File: src/hw/cag_pkg.sv
// Package: constants and carrier types for the coprocessor access gate
`default_nettype none
package cag_pkg;

    // -----------------------------------------------------------------
    // Instruction fields
    // -----------------------------------------------------------------
    localparam int unsigned OPC_HI        = 31;
    localparam int unsigned OPC_LO        = 26;
    localparam int unsigned COPNUM_HI     = 27;
    localparam int unsigned COPNUM_LO     = 26;
    localparam int unsigned RS_HI         = 25;
    localparam int unsigned RS_LO         = 21;
    localparam int unsigned RT_HI         = 20;
    localparam int unsigned RT_LO         = 16;
    localparam int unsigned RD_HI         = 15;
    localparam int unsigned RD_LO         = 11;
    localparam int unsigned COND_HI       = 20;
    localparam int unsigned COND_LO       = 16;
    localparam int unsigned OFFS_HI       = 15;
    localparam int unsigned OFFS_LO       = 0;
    localparam int unsigned FUNC_HI       = 24;
    localparam int unsigned FUNC_LO       = 0;
    localparam int unsigned CO_BIT        = 25;
    localparam logic [3:0]  OPC_COP_TOP   = 4'h4;
    localparam logic [4:0]  RS_CTL_READ   = 5'h02;
    localparam logic [4:0]  RS_BRANCH     = 5'h08;
    localparam logic [1:0]  PRIV_KERNEL   = 2'h0;

    // -----------------------------------------------------------------
    // APB register map
    // -----------------------------------------------------------------
    localparam logic [11:0] OFS_STATUS    = 12'h000;
    localparam logic [11:0] OFS_MASK      = 12'h004;
    localparam logic [11:0] OFS_CTRL      = 12'h008;
    localparam logic [11:0] OFS_LAST      = 12'h00c;
    localparam logic [11:0] OFS_COUNT     = 12'h010;
    localparam int unsigned EV_UNUSABLE   = 0;
    localparam int unsigned EV_RESERVED   = 1;
    localparam int unsigned EV_BRANCH     = 2;
    localparam int unsigned EV_READ       = 3;
    localparam int unsigned EV_OPERATE    = 4;
    localparam int unsigned EV_W          = 5;
    localparam logic [4:0]  MASK_RST      = 5'h00;
    localparam logic [2:0]  CTRL_RST      = 3'h0;
    localparam int unsigned CTRL_ENABLE   = 0;
    localparam int unsigned CTRL_ZERO_UNK = 1;
    localparam int unsigned CTRL_CLR_CNT  = 2;

    // -----------------------------------------------------------------
    // Types
    // -----------------------------------------------------------------
    typedef enum logic [2:0] {
        CAG_EXC_NONE     = 3'b000,
        CAG_EXC_UNUSABLE = 3'b001,
        CAG_EXC_RESERVED = 3'b010
    } cag_exc_t;

    typedef struct packed {
        logic [1:0] privilege_level_field;
        logic       exception_level_bit;
        logic       error_level_bit;
        logic       debug_active_bit;
        logic [3:0] cop_usable_bit;
    } cag_mode_t;

    typedef struct packed {
        logic [3:0] cond_branch_impl;
        logic [3:0] control_read_impl;
        logic [3:0] operate_impl;
        logic [3:0] ctl_reg_present;
    } cag_impl_t;

endpackage : cag_pkg
`default_nettype wire

File: src/hw/cag_access_check.sv
// Access rights check for one coprocessor instruction
`timescale 1ns/1ps
`default_nettype none
module cag_access_check
    import cag_pkg::*;
(
    input  wire cag_mode_t  mode,
    input  wire logic [1:0] cop_num,
    output logic            allowed
);
    // -----------------------------------------------------------------
    // Usable bit or coprocessor 0 privilege override
    // -----------------------------------------------------------------
    logic override;
    assign override = (cop_num == 2'h0) &&
        ((mode.privilege_level_field == PRIV_KERNEL) ||
         mode.exception_level_bit || mode.error_level_bit ||
         mode.debug_active_bit);
    assign allowed = mode.cop_usable_bit[cop_num] || override;
endmodule : cag_access_check
`default_nettype wire

File: src/hw/cag_gate.sv
// Coprocessor access gate: checks, branch target and register file
//
// The APB register port and the address map were decided locally.
`timescale 1ns/1ps
`default_nettype none
// Summary of operation
// - Unusable exception tagged z when access denied
// - Cop 0 allowed in kernel, exl, erl, debug
// - Target is slot address plus offset times four
// - Cop 0 branch or control read reserved
// - Unimplemented branch raises reserved exception
// - Unimplemented control read raises reserved exception
// - Control register sign-extended into general register
// - Missing control register stays bounded
// - Operate passes low 25 bits to z
// - Unimplemented operate reserved, cop 0 included
// - Access check precedes reserved checks
// - Unpredictable results use only accessible state
// - Unpredictable ops touch no forbidden state
// - Unpredictable ops never hang the processor
// - Any reset restores operation
module cag_gate
    import cag_pkg::*;
#(
    parameter int unsigned XLEN = 64,
    parameter int unsigned CLEN = 32
)
(
    input  wire logic             pclk,
    input  wire logic             presetn,
    input  wire logic             psel,
    input  wire logic             penable,
    input  wire logic             pwrite,
    input  wire logic [11:0]      paddr,
    input  wire logic [31:0]      pwdata,
    output logic      [31:0]      prdata,
    output logic                  pready,
    output logic                  pslverr,
    input  wire logic             issue_valid,
    input  wire logic [31:0]      issue_instr,
    input  wire logic [XLEN-1:0]  issue_pc,
    input  wire cag_mode_t        mode,
    input  wire cag_impl_t        impl,
    input  wire logic [31:0]      cop_cond,
    input  wire logic [CLEN-1:0]  cop_ctl_data,
    output logic      [1:0]       cop_num,
    output logic      [4:0]       cop_ctl_addr,
    output logic                  cop_op_valid,
    output logic      [24:0]      cop_op_func,
    output logic                  exc_valid,
    output cag_exc_t              exc_code,
    output logic      [1:0]       exc_cop,
    output logic                  branch_taken,
    output logic      [XLEN-1:0]  branch_target,
    output logic                  gpr_we,
    output logic      [4:0]       gpr_addr,
    output logic      [XLEN-1:0]  gpr_wdata,
    output logic                  irq
);

    // -----------------------------------------------------------------
    // Helpers
    // -----------------------------------------------------------------
    function automatic logic [XLEN-1:0] sext_ctl(
        input logic [CLEN-1:0] v
    );
        sext_ctl = {{(XLEN-CLEN){v[CLEN-1]}}, v};
    endfunction : sext_ctl

    function automatic logic [XLEN-1:0] br_off(input logic [15:0] o);
        br_off = {{(XLEN-18){o[15]}}, o, 2'b00};
    endfunction : br_off

    // -----------------------------------------------------------------
    // Decode
    // -----------------------------------------------------------------
    logic [4:0]  rs_f;
    logic        is_cop;
    logic        is_br;
    logic        is_rd;
    logic        is_op;
    logic        allowed;
    logic [2:0]  ctrl_reg;
    logic        active;

    assign active  = issue_valid && ctrl_reg[CTRL_ENABLE];
    assign cop_num = issue_instr[COPNUM_HI:COPNUM_LO];
    assign rs_f    = issue_instr[RS_HI:RS_LO];
    assign is_cop  = active &&
        (issue_instr[OPC_HI:OPC_LO+2] == OPC_COP_TOP);
    assign is_op   = is_cop && issue_instr[CO_BIT];
    assign is_br   = is_cop && !issue_instr[CO_BIT] && (rs_f == RS_BRANCH);
    assign is_rd   = is_cop && !issue_instr[CO_BIT] && (rs_f == RS_CTL_READ);

    cag_access_check u_check (
        .mode    (mode),
        .cop_num (cop_num),
        .allowed (allowed)
    );

    // -----------------------------------------------------------------
    // Exception selection
    // -----------------------------------------------------------------
    logic     recognised;
    logic     resv;
    cag_exc_t exc_next;

    assign recognised = is_br || is_rd || is_op;
    always_comb begin
        resv = 1'b0;
        if (is_br) begin
            resv = (cop_num == 2'h0) ||
                   !impl.cond_branch_impl[cop_num];
        end else if (is_rd) begin
            resv = (cop_num == 2'h0) ||
                   !impl.control_read_impl[cop_num];
        end else if (is_op) begin
            resv = !impl.operate_impl[cop_num];
        end
    end

    always_comb begin
        exc_next = CAG_EXC_NONE;
        if (recognised) begin
            if (!allowed) begin
                exc_next = CAG_EXC_UNUSABLE;
            end else if (resv) begin
                exc_next = CAG_EXC_RESERVED;
            end
        end
    end

    logic good;
    assign good = recognised && (exc_next == CAG_EXC_NONE);

    // -----------------------------------------------------------------
    // Outputs towards coprocessors
    // -----------------------------------------------------------------
    assign cop_ctl_addr = issue_instr[RD_HI:RD_LO];
    always_ff @(posedge pclk or negedge presetn) begin
        if (!presetn) begin
            cop_op_valid <= 1'b0;
            cop_op_func  <= 25'h0000000;
        end else begin
            cop_op_valid <= good && is_op;
            cop_op_func  <= (good && is_op) ?
                issue_instr[FUNC_HI:FUNC_LO] : 25'h0000000;
        end
    end

    // -----------------------------------------------------------------
    // Exception report
    // -----------------------------------------------------------------
    always_ff @(posedge pclk or negedge presetn) begin
        if (!presetn) begin
            exc_valid <= 1'b0;
            exc_code  <= CAG_EXC_NONE;
            exc_cop   <= 2'h0;
        end else begin
            exc_valid <= exc_next != CAG_EXC_NONE;
            exc_code  <= exc_next;
            exc_cop   <= cop_num;
        end
    end

    // -----------------------------------------------------------------
    // Branch resolved into the delay slot cycle
    // -----------------------------------------------------------------
    logic [XLEN-1:0] slot_pc;
    logic [4:0]      cond_idx;
    assign slot_pc  = issue_pc + XLEN'(4);
    assign cond_idx = {cop_num, issue_instr[COND_HI:COND_LO+2]};
    always_ff @(posedge pclk or negedge presetn) begin
        if (!presetn) begin
            branch_taken  <= 1'b0;
            branch_target <= '0;
        end else begin
            branch_taken  <= good && is_br &&
                cop_cond[cond_idx];
            branch_target <= slot_pc +
                br_off(issue_instr[OFFS_HI:OFFS_LO]);
        end
    end

    // -----------------------------------------------------------------
    // Control register read into the general register
    // -----------------------------------------------------------------
    logic            present;
    logic [XLEN-1:0] rd_value;
    assign present  = impl.ctl_reg_present[cop_num];
    // Absent register gives zero or the coprocessor's own bus only
    assign rd_value = (present || !ctrl_reg[CTRL_ZERO_UNK]) ?
        sext_ctl(cop_ctl_data) : '0;

    always_ff @(posedge pclk or negedge presetn) begin
        if (!presetn) begin
            gpr_we    <= 1'b0;
            gpr_addr  <= 5'h00;
            gpr_wdata <= '0;
        end else begin
            gpr_we    <= good && is_rd;
            gpr_addr  <= issue_instr[RT_HI:RT_LO];
            gpr_wdata <= rd_value;
        end
    end

    // -----------------------------------------------------------------
    // APB slave, always ready in one access cycle
    // -----------------------------------------------------------------
    logic       wr_en;
    logic [4:0] status_reg;
    logic [4:0] mask_reg;
    logic [7:0] last_reg;
    logic [15:0] count_reg;
    logic [4:0] ev;
    logic       mapped;

    assign pready  = 1'b1;
    assign wr_en   = psel && penable && pwrite;
    assign mapped  = (paddr == OFS_STATUS) || (paddr == OFS_MASK) ||
                     (paddr == OFS_CTRL) || (paddr == OFS_LAST) ||
                     (paddr == OFS_COUNT);
    assign pslverr = psel && penable && !mapped;

    assign ev[EV_UNUSABLE] = exc_next == CAG_EXC_UNUSABLE;
    assign ev[EV_RESERVED] = exc_next == CAG_EXC_RESERVED;
    assign ev[EV_BRANCH]   = good && is_br;
    assign ev[EV_READ]     = good && is_rd;
    assign ev[EV_OPERATE]  = good && is_op;

    always_ff @(posedge pclk or negedge presetn) begin
        if (!presetn) begin
            status_reg <= 5'h00;
        end else begin
            status_reg <= (status_reg &
                ~((wr_en && paddr == OFS_STATUS) ? pwdata[4:0] : 5'h00))
                | ev;
        end
    end

    always_ff @(posedge pclk or negedge presetn) begin
        if (!presetn) begin
            mask_reg <= MASK_RST;
            ctrl_reg <= CTRL_RST;
        end else begin
            if (wr_en && paddr == OFS_MASK) begin
                mask_reg <= pwdata[4:0];
            end
            if (wr_en && paddr == OFS_CTRL) begin
                ctrl_reg <= pwdata[2:0];
            end else begin
                ctrl_reg[CTRL_CLR_CNT] <= 1'b0;
            end
        end
    end

    always_ff @(posedge pclk or negedge presetn) begin
        if (!presetn) begin
            last_reg  <= 8'h00;
            count_reg <= 16'h0000;
        end else begin
            if (exc_next != CAG_EXC_NONE) begin
                last_reg <= {3'h0, cop_num, exc_next};
            end
            if (ctrl_reg[CTRL_CLR_CNT]) begin
                count_reg <= 16'h0000;
            end else if (exc_next != CAG_EXC_NONE) begin
                count_reg <= count_reg + 16'h0001;
            end
        end
    end

    always_ff @(posedge pclk or negedge presetn) begin
        if (!presetn) begin
            prdata <= 32'h00000000;
        end else if (psel && !penable && !pwrite) begin
            unique case (paddr)
                OFS_STATUS: prdata <= {27'h0, status_reg};
                OFS_MASK:   prdata <= {27'h0, mask_reg};
                OFS_CTRL:   prdata <= {29'h0, ctrl_reg};
                OFS_LAST:   prdata <= {24'h0, last_reg};
                OFS_COUNT:  prdata <= {16'h0, count_reg};
                default:    prdata <= 32'h00000000;
            endcase
        end
    end

    assign irq = |(status_reg & mask_reg);

endmodule : cag_gate
`default_nettype wire

File: config.mk
export PLATFORM = sky130hd
export DESIGN_NAME = cag_gate
export DESIGN_NICKNAME = d
export VERILOG_FILES = /design/src/hw/cag_pkg.sv /design/src/hw/cag_access_check.sv /design/src/hw/cag_gate.sv
export SDC_FILE = /design/constraint.sdc
export NUM_CORES = 1
export LEC_CHECK = 0
export BUFFER_PORTS_ARGS = -buffer_cell sky130_fd_sc_hd__buf_2
export CAP_MARGIN = 20
export CORE_MARGIN = 5
export CORE_UTILIZATION = 35
export CTS_CLUSTER_DIAMETER = 40
export DETAILED_ROUTE_END_ITERATION = 16
export GPL_TIMING_DRIVEN = 0
export PLACE_DENSITY_LB_ADDON = 0.2
export SETUP_SLACK_MARGIN = 0.2
export SLEW_MARGIN = 30
export SYNTH_ARGS = -nofsm -noshare
export SYNTH_HDL_FRONTEND = slang
export SYNTH_HIERARCHICAL = 1
export SYNTH_SLANG_ARGS = --single-unit
File: constraint.sdc
create_clock -name pclk -period 1.88 [get_ports pclk]
set_input_delay 0.094 -clock pclk [delete_from_list [all_inputs] [get_ports pclk]]
set_output_delay 0.094 -clock pclk [all_outputs]
set_load 0.02 [all_outputs]
==> impl_metrics.csv, run 1 <==
group,metric,value,unit
floorplan,fp.dieArea,36810,µm²
floorplan,die_w,191.9,µm
cts,tritoncts,"yes",
timing,min_period,2.595,ns
finish,drive_gt1_share,51.86,%
route,vias,10550,
placed_design,place.gp.congestion,0.8960,
finish,reg.largest.list,"branch_target (64), gpr_wdata (32), cop_op_func (25)",
route,wl,39510,µm
synthesis,synth_cells,1112,
placed_design,dp_hpwl,29380,µm
cts,clock_path_buffers,2,
timing,drv_slew,0,
synthesis,yosysWarnings,6,
finish,multi_input_area,8001,µm²
global_route,grt_max_degree,86,
global_route,grt_pass1_vias,10760,
run,cap_viol_max_count,0,
timing,relSlewSlack,58.47,%
floorplan,die_y,191.9,µm
worst_setup_path,end_kind,"register",
global_route,grt_pass1_wl,59770,µm
power,finalPower,13.31,mW
route,postRouteAntennaNets,0,
timing,fin_skew,0.007718,ns
cts,clk_latency,0.45,ns
status,status,"finished, violations left",
synthesis,async_reset_ff_share,100.0,%
timing,setup_viol,44,
synthesis,ys_ff_latch,183,
cts,clkSlewWorstSetupHoldPaths,0.07,ns
cts,root_buffer,"clkbuf_16",
finish,seq_area,4581,µm²
worst_setup_path,crit_arrival,2.93,ns
timing,tns,-18.21,ns
synthesis,synth-main-ff-cell,"dfrtp_1",
hold_path,worstHoldPathType,"primary input to register",
floorplan,coreArea,32620,µm²
timing,fin_ws,-0.7146,ns
finish,regMostFlops,"branch_target",
worst_setup_path,startpoint_type,"primary input",
timing,grt_setup_unrepaired,"yes",
timing,fmax,0.3854,GHz
timing,finalHoldViolCount,0,
global_route,grt_use_total,20.95,%
power,powerDensity,720.8,nW/µm²
worst_setup_path,crit_required,2.21,ns
cts,numCtsBuffers,17,
floorplan,initial_core_util,35.49,%
route,drt-initial-drc-count,471,
route,wl_per_cell,18.28,µm
status,violations,"setup timing",
floorplan,ios,444,
global_route,antenna_found_initial,7,
cts,htree_levels,4,
finish,fin_nets,2061,
route,viasPerCell,4.880,
floorplan,fp-row-count,66,
placed_design,numPortBuffers,395,
timing,worstMarginPinSlew,0.6230,ns
finish,areaGrowthSynthToFinish,59.58,%
worst_setup_path,cp_max_fo,4,
synthesis,syn_area_per_cell,10.41,µm²
synthesis,syn_area,11580,µm²
timing,min_period_over_period,138.0,%
global_route,grt.overflow.total,0,
power,p_leak,8.973,nW
synthesis,synth-seq-area-share,39.56,%
finish,fill_cells,2809,
synthesis,synth_cell_type_count,85,
synthesis,synth_edf_count,0,
power,ir_drop,0.6091,mV
route,drt_pass1_iterations,6,
finish,utilization,56.63,%
worst_setup_path,crit_type,"primary input to register",
finish,largest_reg_flops,64,
cts,cts_sinks,183,
route,remaining_drc_errors,0,
## cell usage after synthesis, types with 4 or more instances
cell      instances  area (µm²)
dfrtp_1         183        4579
ha_1            122        1526
nand2_1          96       360.4
a21oi_1          70       350.3
nor2_1           61       229.0
buf_4            58       435.4
o21ai_0          50       250.2
xnor2_1          42       367.9
a21o_1           41       307.8
and2_1           35       219.0
and3_1           34       212.7
xor2_1           31       271.5
clkbuf_1         25       93.84
inv_1            21       78.83
nand3_1          20       100.1
nand4_1          19       118.9
nor3_1           13       65.06
mux4_2           12       270.3
mux2_2           10       112.6
mux2i_1          10       100.1
o21bai_1         10       75.07
nand2b_1          9       56.30
nor2b_1           8       50.05
o21a_1            7       52.55
a211oi_1          6       45.04
a21o_2            6       52.55
a31oi_1           6       37.54
buf_2             6       30.03
or3_1             5       31.28
a221o_1           4       40.04
buf_6             4       45.04
clkbuf_8          4       55.05
nor4_1            4       25.02
o21ai_1           4       20.02
o21ai_2           4       35.03
## power by group
group | internal [mW] | total (mW) | switching [mW]
registers | 4.35 | 4.47 | 0.120
clock network | 2.01 | 3.75 | 1.74
logic | 2.33 | 5.10 | 2.77
## through the flow
| stage | cell area [µm²] | worst slack, ns | cells | hold WS, ns |
|---|---|---|---|---|
| after floorplan | 12550 | -0.7476 | 1128 | -0.2016 |
| after CTS | 17980 | -0.6780 | 2137 | 0.002114 |
| after global routing | 18470 | -0.7908 | 2160 | 0.01501 |
| after global placement | 15080 | -2.415 | 1965 | 0.2036 |
| final | 18470 | -0.7146 | 2161 | 0.02298 |
| after detailed placement | 15170 | -1.782 | 1968 | -0.05565 |
## final timing paths
kind                       cells after the start  slack, ns                          end               startpoint
hold / removal                                 2       0.02    cop_op_func[14]$_DFF_PN0_          issue_instr[14]
setup reg to reg                               9       0.05     count_reg[8]$_DFFE_PN0P_  ctrl_reg[0]$_DFFE_PN0P_
max in group asynchronous                      3       1.12  branch_target[28]$_DFF_PN0_                  presetn
setup / recovery                              16      -0.71  branch_target[59]$_DFF_PN0_          issue_instr[15]
min in group asynchronous                      2       0.06      gpr_wdata[14]$_DFF_PN0_                  presetn
hold reg to reg                                2       0.47       prdata[10]$_DFFE_PN0P_   prdata[10]$_DFFE_PN0P_
## cells by family (layout without fill, tap and decap cells)
group           Yosys count  after routing  synth area share, %
simple gates            323            323                14.56
compound gates          251            251                15.19
flops                   183            183                39.56
buf+inv                 124            712                7.447
fa+ha+maj               123            123                13.36
xor+xnor                 73             73                5.523
mux                      33             33                4.302
other cells               2             21              0.06488
## layer usage
metal,part of all wire [%],track usage [%]
met4,2.1,6.851
met5,0.16,0
met3,6.2,4.253
met2,49,35.36
met1,43,26.95
## cells in the final DEF (no fill, tap or decap), types with 7 or more instances in the layout
cell type	n
a21o_1	40
a21oi_1	40
a21oi_2	24
a21oi_4	8
and2_1	33
and3_1	10
and3_4	25
buf_2	387
buf_4	117
buf_6	34
buf_8	10
clkbuf_1	14
clkbuf_16	18
clkbuf_8	8
conb_1	18
dfrtp_1	182
dlygate4sd3_1	68
ha_1	51
ha_4	66
inv_1	17
mux2_2	7
mux2i_1	10
mux4_2	12
nand2_1	83
nand2_2	9
nand2b_1	8
nand3_1	17
nand4_1	19
nor2_1	47
nor2_4	9
nor2b_1	7
o21a_1	7
o21ai_0	36
o21ai_2	11
o21bai_1	9
xnor2_1	30
xnor2_2	11
xor2_1	28
## final cells by class
class | count | share of cell area (%)
Sequential cell | 183 | 24.80
Clock buffer | 19 | 2.344
Multi-Input combinational cell | 821 | 43.31
Clock inverter | 13 | 0.8534
Inverter | 21 | 0.4267
Buffer | 102 | 4.985
Timing Repair Buffer | 557 | 20.25
Tap cell | 442 | 2.994
Antenna cell | 3 | 0.04064
## critical path, cell delays in order
cell	delay, ns
buf_16	0.13
buf_6	0.12
ha_4	0.26
ha_4	0.19
buf_6	0.11
a211oi_2	0.21
o21ai_2	0.10
a41o_1	0.29
buf_6	0.14
a211oi_4	0.25
o311ai_4	0.19
a21oi_4	0.20
a311oi_4	0.14
a31oi_4	0.24
o21ai_2	0.09
xor2_1	0.14
## repair_timing
item                       in CTS  in global routing
setup buffers                  63                 22
hold buffers                   69                  0
pin swaps                      83                 54
cloned                          5                  0
hold endpoints to repair      263                  0
setup endpoints to repair     111                113
resized for setup             160                 80
No activity file was read; power rests on OpenSTA's default activity.
==> inputs of run 2 (changes only) <==
MAX_ROUTING_LAYER = met4   (was not set)
==> impl_metrics.csv, run 2 (same netlist as run 1, synthesis figures left out) <==
group,metric,value,unit
power,intPower,8.687,mW
route,remaining_drc_errors,0,
floorplan,ios,444,
route,wl_per_cell,18.27,µm
global_route,grt_pass1_wl,59820,µm
cts,cts_sinks,183,
power,clkPwrFrac,28.1,%
timing,relSlewSlack,58.55,%
finish,fin_nets,2061,
route,drt-initial-drc-count,503,
cts,htree_levels,4,
timing,min_period_over_period,137.8,%
power,p_comb_share,38.3,%
global_route,grt_pass1_vias,10780,
worst_setup_path,crit_required,2.25,ns
global_route,grt.overflow.total,0,
power,ir_drop,0.6093,mV
power,power_switching,4.630,mW
finish,regMostFlops,"branch_target",
worst_setup_path,end_kind,"register",
power,sw_frac_of_total,34.77,%
global_route,grt_max_degree,86,
timing,min_period,2.591,ns
global_route,antenna_found_initial,7,
finish,layout_common_cells,"buf_2 (387), dfrtp_1 (182), buf_4 (117), nand2_1 (83), dlygate4sd3_1 (68)",
power,p_seq_share,33.6,%
power,powerDensity,720.5,nW/µm²
timing,worstMarginPinSlew,0.6218,ns
worst_setup_path,cp_cell_sequence,"buf_16 -> buf_16 -> ha_1 -> ha_4 -> buf_4 -> a21oi_2 -> o21ai_0 -> a21oi_2 -> o21ai_4 -> o21ai_4 -> o41ai_4 -> buf_4 -> a211oi_4 -> nand2_1 -> a41oi_2 -> xnor2_1",
timing,fmax,0.3859,GHz
route,postRouteAntennaNets,0,
floorplan,fp-row-count,66,
route,vias,10510,
floorplan,die_y,191.9,µm
finish,reg.largest.list,"branch_target (64), gpr_wdata (32), cop_op_func (25)",
worst_setup_path,critical_path_buf_inv_count,4,
cts,clock_path_buffers,2,
route,drt_pass1_iterations,5,
status,violations,"setup timing",
cts,clkSlewWorstSetupHoldPaths,0.07,ns
hold_path,worstHoldPathType,"primary input to register",
finish,fill_cells,2806,
floorplan,die_w,191.9,µm
finish,multi_input_area,8001,µm²
floorplan,initial_core_util,35.49,%
finish,utilization,56.66,%
placed_design,dp_hpwl,29380,µm
worst_setup_path,crit_arrival,2.96,ns
placed_design,dp_cells,1968,
timing,fin_ws,-0.7112,ns
cts,clk_latency,0.45,ns
cts,numCtsBuffers,17,
finish,largest_reg_flops,64,
placed_design,place_area,15170,µm²
worst_setup_path,cp_max_fo,8,
placed_design,numPortBuffers,395,
route,wl,39550,µm
timing,setup_viol,44,
floorplan,coreArea,32620,µm²
worst_setup_path,cpMaxStageDelayCell,"ha_1",
worst_setup_path,startpoint_type,"primary input",
power,p_leak,8.973,nW
worst_setup_path,path_delay_family,"compound AO/OA/AOI/OAI gates",
timing,drv_slew,0,
finish,drive_gt1_share,51.86,%
status,status,"finished, violations left",
floorplan,fp.dieArea,36810,µm²
finish,design_area,18480,µm²
route,viasPerCell,4.853,
cts,tritoncts,"yes",
power,finalPower,13.32,mW
timing,finalHoldViolCount,0,
global_route,grt_use_total,21.55,%
cts,root_buffer,"clkbuf_16",
worst_setup_path,crit_type,"primary input to register",
finish,final_common_cell,"buf_2",
timing,hold_slack,0.02547,ns
finish,layout.cells.non_filler,2165,
worst_setup_path,worst_path_largest_cell_delay,0.33,ns
finish,areaGrowthSynthToFinish,59.66,%
timing,grt_setup_unrepaired,"yes",
placed_design,place.gp.congestion,0.9112,
timing,fin_skew,0.008349,ns
finish,seq_area,4581,µm²
run,cap_viol_max_count,0,
run 2: cell count changes in the layout (fill, tap and decap cells not counted), sizes merged:
cell   change
diode      +4
run 2: per-layer routing:
metal  routed length [µm]  up-vias  track usage [%]
met4                  815        0            6.768
met5                    0        -                -
li1                     -     5098                -
met3                 2242       43            3.999
met2                19370      292            35.45
met1                17120     5074            27.06
run 2: layout make-up:
type,instances,share of cell area (%)
Multi-Input combinational cell,821,43.29
Sequential cell,183,24.78
Timing Repair Buffer,557,20.23
Buffer,102,4.982
Tap cell,442,2.992
Clock buffer,19,2.342
Clock inverter,13,0.8530
Inverter,21,0.4265
Antenna cell,7,0.09477
run 2: final timing paths:
kind | startpoint | end | slack [ns] | depth (start not counted)
worst max-delay path | issue_instr[15] | branch_target[58]$_DFF_PN0_ | -0.71 | 16
worst min-delay path | issue_instr[14] | cop_op_func[14]$_DFF_PN0_ | 0.03 | 2
worst max register to register | ctrl_reg[0]$_DFFE_PN0P_ | count_reg[8]$_DFFE_PN0P_ | 0.04 | 9
worst min register to register | prdata[10]$_DFFE_PN0P_ | prdata[10]$_DFFE_PN0P_ | 0.48 | 2
max in group asynchronous | presetn | branch_target[28]$_DFF_PN0_ | 1.12 | 3
min in group asynchronous | presetn | gpr_wdata[14]$_DFF_PN0_ | 0.06 | 2
run 2: timing repair:
item,in CTS,in global routing
pin swaps,83,55
cloned,5,0
hold buffers,69,0
setup buffers,63,22
gates resized for setup,160,80
setup endpoints to repair,111,113
endpoints found under the hold margin,263,0
run 2: per-stage QoR:
stage / setup slack (ns) / TNS, ns
after global placement: -2.415 / -538.13
after detailed placement: -1.782 / -71.17
after global routing: -0.7905 / -21.22
after floorplan: -0.7476 / -14.95
final: -0.7112 / -18.16
after CTS: -0.6780 / -16.42
run 2: power by group through the flow:
stage | registers [mW] | clock network (mW) | logic, mW
2_1_floorplan | 5.11 | 0 | 2.25
6_report | 4.47 | 3.75 | 5.10
3_3_place_gp | 4.54 | 0 | 4.20
5_1_grt | 4.51 | 4.00 | 5.51
4_1_cts | 4.47 | 3.85 | 4.88
3_5_place_dp | 4.54 | 0 | 4.24
==> inputs of run 3 (changes only) <==
SETUP_SLACK_MARGIN = 0.3   (was 0.2)
==> impl_metrics.csv, run 3 (same netlist as run 1, synthesis figures left out) <==
group,metric,value,unit
timing,fmax,0.3768,GHz
finish,regMostFlops,"branch_target",
worst_setup_path,path_delay_family,"compound AO/OA/AOI/OAI gates",
cts,clkSlewWorstSetupHoldPaths,0.08,ns
global_route,grt_max_degree,79,
route,vias,10520,
placed_design,place.gp.congestion,0.9721,
power,power_switching,4.718,mW
global_route,grt_pass1_vias,10890,
route,drt_pass1_iterations,5,
route,viasPerCell,4.828,
power,sw_frac_of_total,35.01,%
worst_setup_path,ff2ff_setup_slack,-0.04,ns
power,clkPwrFrac,28.1,%
timing,grt_setup_unrepaired,"yes",
timing,min_period_over_period,141.1,%
timing,worstMarginPinSlew,0.6793,ns
worst_setup_path,worst_path_largest_cell_delay,0.36,ns
worst_setup_path,crit_arrival,3.03,ns
finish,fill_cells,2838,
finish,areaGrowthSynthToFinish,62.20,%
worst_setup_path,crit_type,"primary input to register",
global_route,grt_use_met1,26.37,%
worst_setup_path,crit_required,2.26,ns
floorplan,fp-row-count,66,
placed_design,numPortBuffers,395,
placed_design,place_ws,-1.689,ns
worst_setup_path,critPathCapture,"branch_target[58]$_DFF_PN0_",
cts,clock_path_buffers,2,
power,intPower,8.759,mW
route,wl_per_cell,18.57,µm
global_route,grt_use_total,21.79,%
timing,fin_skew,0.006511,ns
status,violations,"setup timing",
cts,tritoncts,"yes",
power,powerDensity,717.7,nW/µm²
power,p_leak,9.117,nW
finish,largest_reg_flops,64,
run,cap_viol_max_count,0,
worst_setup_path,cpMaxStageDelayCell,"ha_1",
route,wl,40440,µm
power,p_seq_share,33.1,%
floorplan,coreArea,32620,µm²
worst_setup_path,reg2reg_to,"count_reg[8]$_DFFE_PN0P_",
finish,final_common_cell,"buf_2",
finish,drive_gt1_share,52.20,%
floorplan,fp.dieArea,36810,µm²
cts,cts_sinks,183,
worst_setup_path,end_kind,"register",
route,remaining_drc_errors,0,
global_route,grt.overflow.total,0,
route,postRouteAntennaNets,0,
global_route,busiest_layer,"met2",
worst_setup_path,cp.depth,15,
worst_setup_path,cp_cell_sequence,"buf_16 -> buf_16 -> ha_1 -> ha_4 -> a21oi_1 -> o21ai_0 -> a21oi_1 -> o21ai_2 -> o21ai_4 -> o41ai_4 -> buf_4 -> a211oi_4 -> nand2_1 -> a41oi_2 -> xnor2_1",
power,ir_drop,0.6685,mV
floorplan,die_y,191.9,µm
worst_setup_path,critical_path_buf_inv_count,3,
cts,clk_latency,0.45,ns
worst_setup_path,cp_max_fo,6,
cts,htree_levels,4,
route,drt-initial-drc-count,539,
timing,finalHoldViolCount,0,
hold_path,worstHoldPathType,"primary input to register",
finish,reg.largest.list,"branch_target (64), gpr_wdata (32), cop_op_func (25)",
power,p_comb_share,38.7,%
global_route,grt_pass1_wl,60190,µm
finish,fin_nets,2071,
global_route,grtUsageMet3,6.270,%
cts,root_buffer,"clkbuf_16",
global_route,antenna_found_initial,10,
floorplan,die_w,191.9,µm
global_route,use_met2,35.33,%
status,status,"finished, violations left",
floorplan,initial_core_util,35.49,%
placed_design,dp_hpwl,29950,µm
timing,hold_slack,0.08316,ns
finish,layout_common_cells,"buf_2 (387), dfrtp_1 (182), buf_4 (115), nand2_1 (81), dlygate4sd3_1 (68)",
worst_setup_path,rr_startpoint,"ctrl_reg[0]$_DFFE_PN0P_",
cts,numCtsBuffers,17,
timing,setup_viol,48,
timing,drv_slew,0,
timing,fin_ws,-0.7736,ns
timing,relSlewSlack,54.07,%
floorplan,ios,444,
timing,min_period,2.654,ns
worst_setup_path,startpoint_type,"primary input",
worst_setup_path,critPathLaunch,"issue_instr[15]",
worst_setup_path,worstRegToRegCells,9,
==> run 3: changes by cell type in the layout (fill, tap and decap cells not counted), sizes merged <==
| cell | previous run | this run |
|---|---|---|
| buf | 561 | 566 |
| bufbuf | 4 | 5 |
| nor2 | 61 | 62 |
| dlymetal6s4s | 1 | 2 |
| diode | 7 | 10 |
| clkdlybuf4s18 | 0 | 1 |
| clkinv | 3 | 4 |
| clkbuf | 44 | 47 |
| inv | 28 | 24 |
| clkinvlp | 1 | 2 |
==> run 3: power by group through the flow <==
stage	registers (mW)	logic, mW	clock network (mW)
after global placement	4.54	4.26	0
after detailed placement	4.53	4.30	0
final	4.46	5.22	3.79
after CTS	4.47	4.92	3.88
after floorplan	5.11	2.26	0
after global routing	4.51	5.64	4.05
==> run 3: through the flow <==
stage          util [%]  instance area [µm²]  power [mW]  cells  TNS [ns]
6_report          57.56                18780       13.48   2178    -21.07
4_1_cts           55.18                18000       13.27   2140    -19.57
5_1_grt           57.56                18780       14.20   2178    -24.97
2_1_floorplan         -                12630       7.371   1128    -14.94
3_3_place_gp      46.49                15160       8.796   1965   -546.09
3_5_place_dp      46.78                15260       8.827   1968    -68.10
==> run 3: worst min-delay path by stage <==
stage,start,to,slack (ns),cells after the start
floorplan,presetn,branch_taken$_DFF_PN0_,-0.20,0
global placement,issue_pc[1],branch_target[1]$_DFF_PN0_,0.20,1
detailed placement,presetn,gpr_wdata[18]$_DFF_PN0_,0.02,1
CTS,issue_instr[26],last_reg[3]$_DFFE_PN0P_,0.04,3
global route,issue_instr[1],branch_target[4]$_DFF_PN0_,0.08,3
finish,issue_instr[22],gpr_we$_DFF_PN0_,0.08,3
==> run 3: layout make-up <==
class                      count  area [µm²]  area share (%)
antenna                       10       25.02          0.1333
buffer                       102       934.6           4.978
clock buffer                  21       460.4           2.452
clock inverter                11       138.9          0.7397
inverter                      21       78.83          0.4198
multi-input combinational    822        8143           43.37
sequential                   183        4583           24.41
tap                          442       553.0           2.945
timing repair buffer         566        3860           20.56
==> run 3: layer usage <==
metal | part of all wire (%) | vias up
li1 | - | 5131
met1 | 42 | 5042
met2 | 49 | 292
met3 | 7.0 | 51
met4 | 2.1 | 0
met5 | 0 | -
==> run 3: worst register-to-register path: stages (launching register included) <==
cell     delay, ns
dfrtp_1       0.42
nand3_4       0.13
a21oi_4       0.17
o21a_1        0.21
and4_4        0.29
nand4_4       0.14
buf_6         0.17
nor2_4        0.10
xnor2_2       0.12
nor2_1        0.05
==> run 3: timing repair <==
item / 4_1_cts / 5_1_grt
endpoints found under the hold margin: 205 / 0
setup endpoints to repair: 130 / 104
buffers inserted: 65 / 27
hold buffers: 70 / 0
gates resized for setup: 159 / 98
gates cloned: 6 / 1
pin swaps: 80 / 71
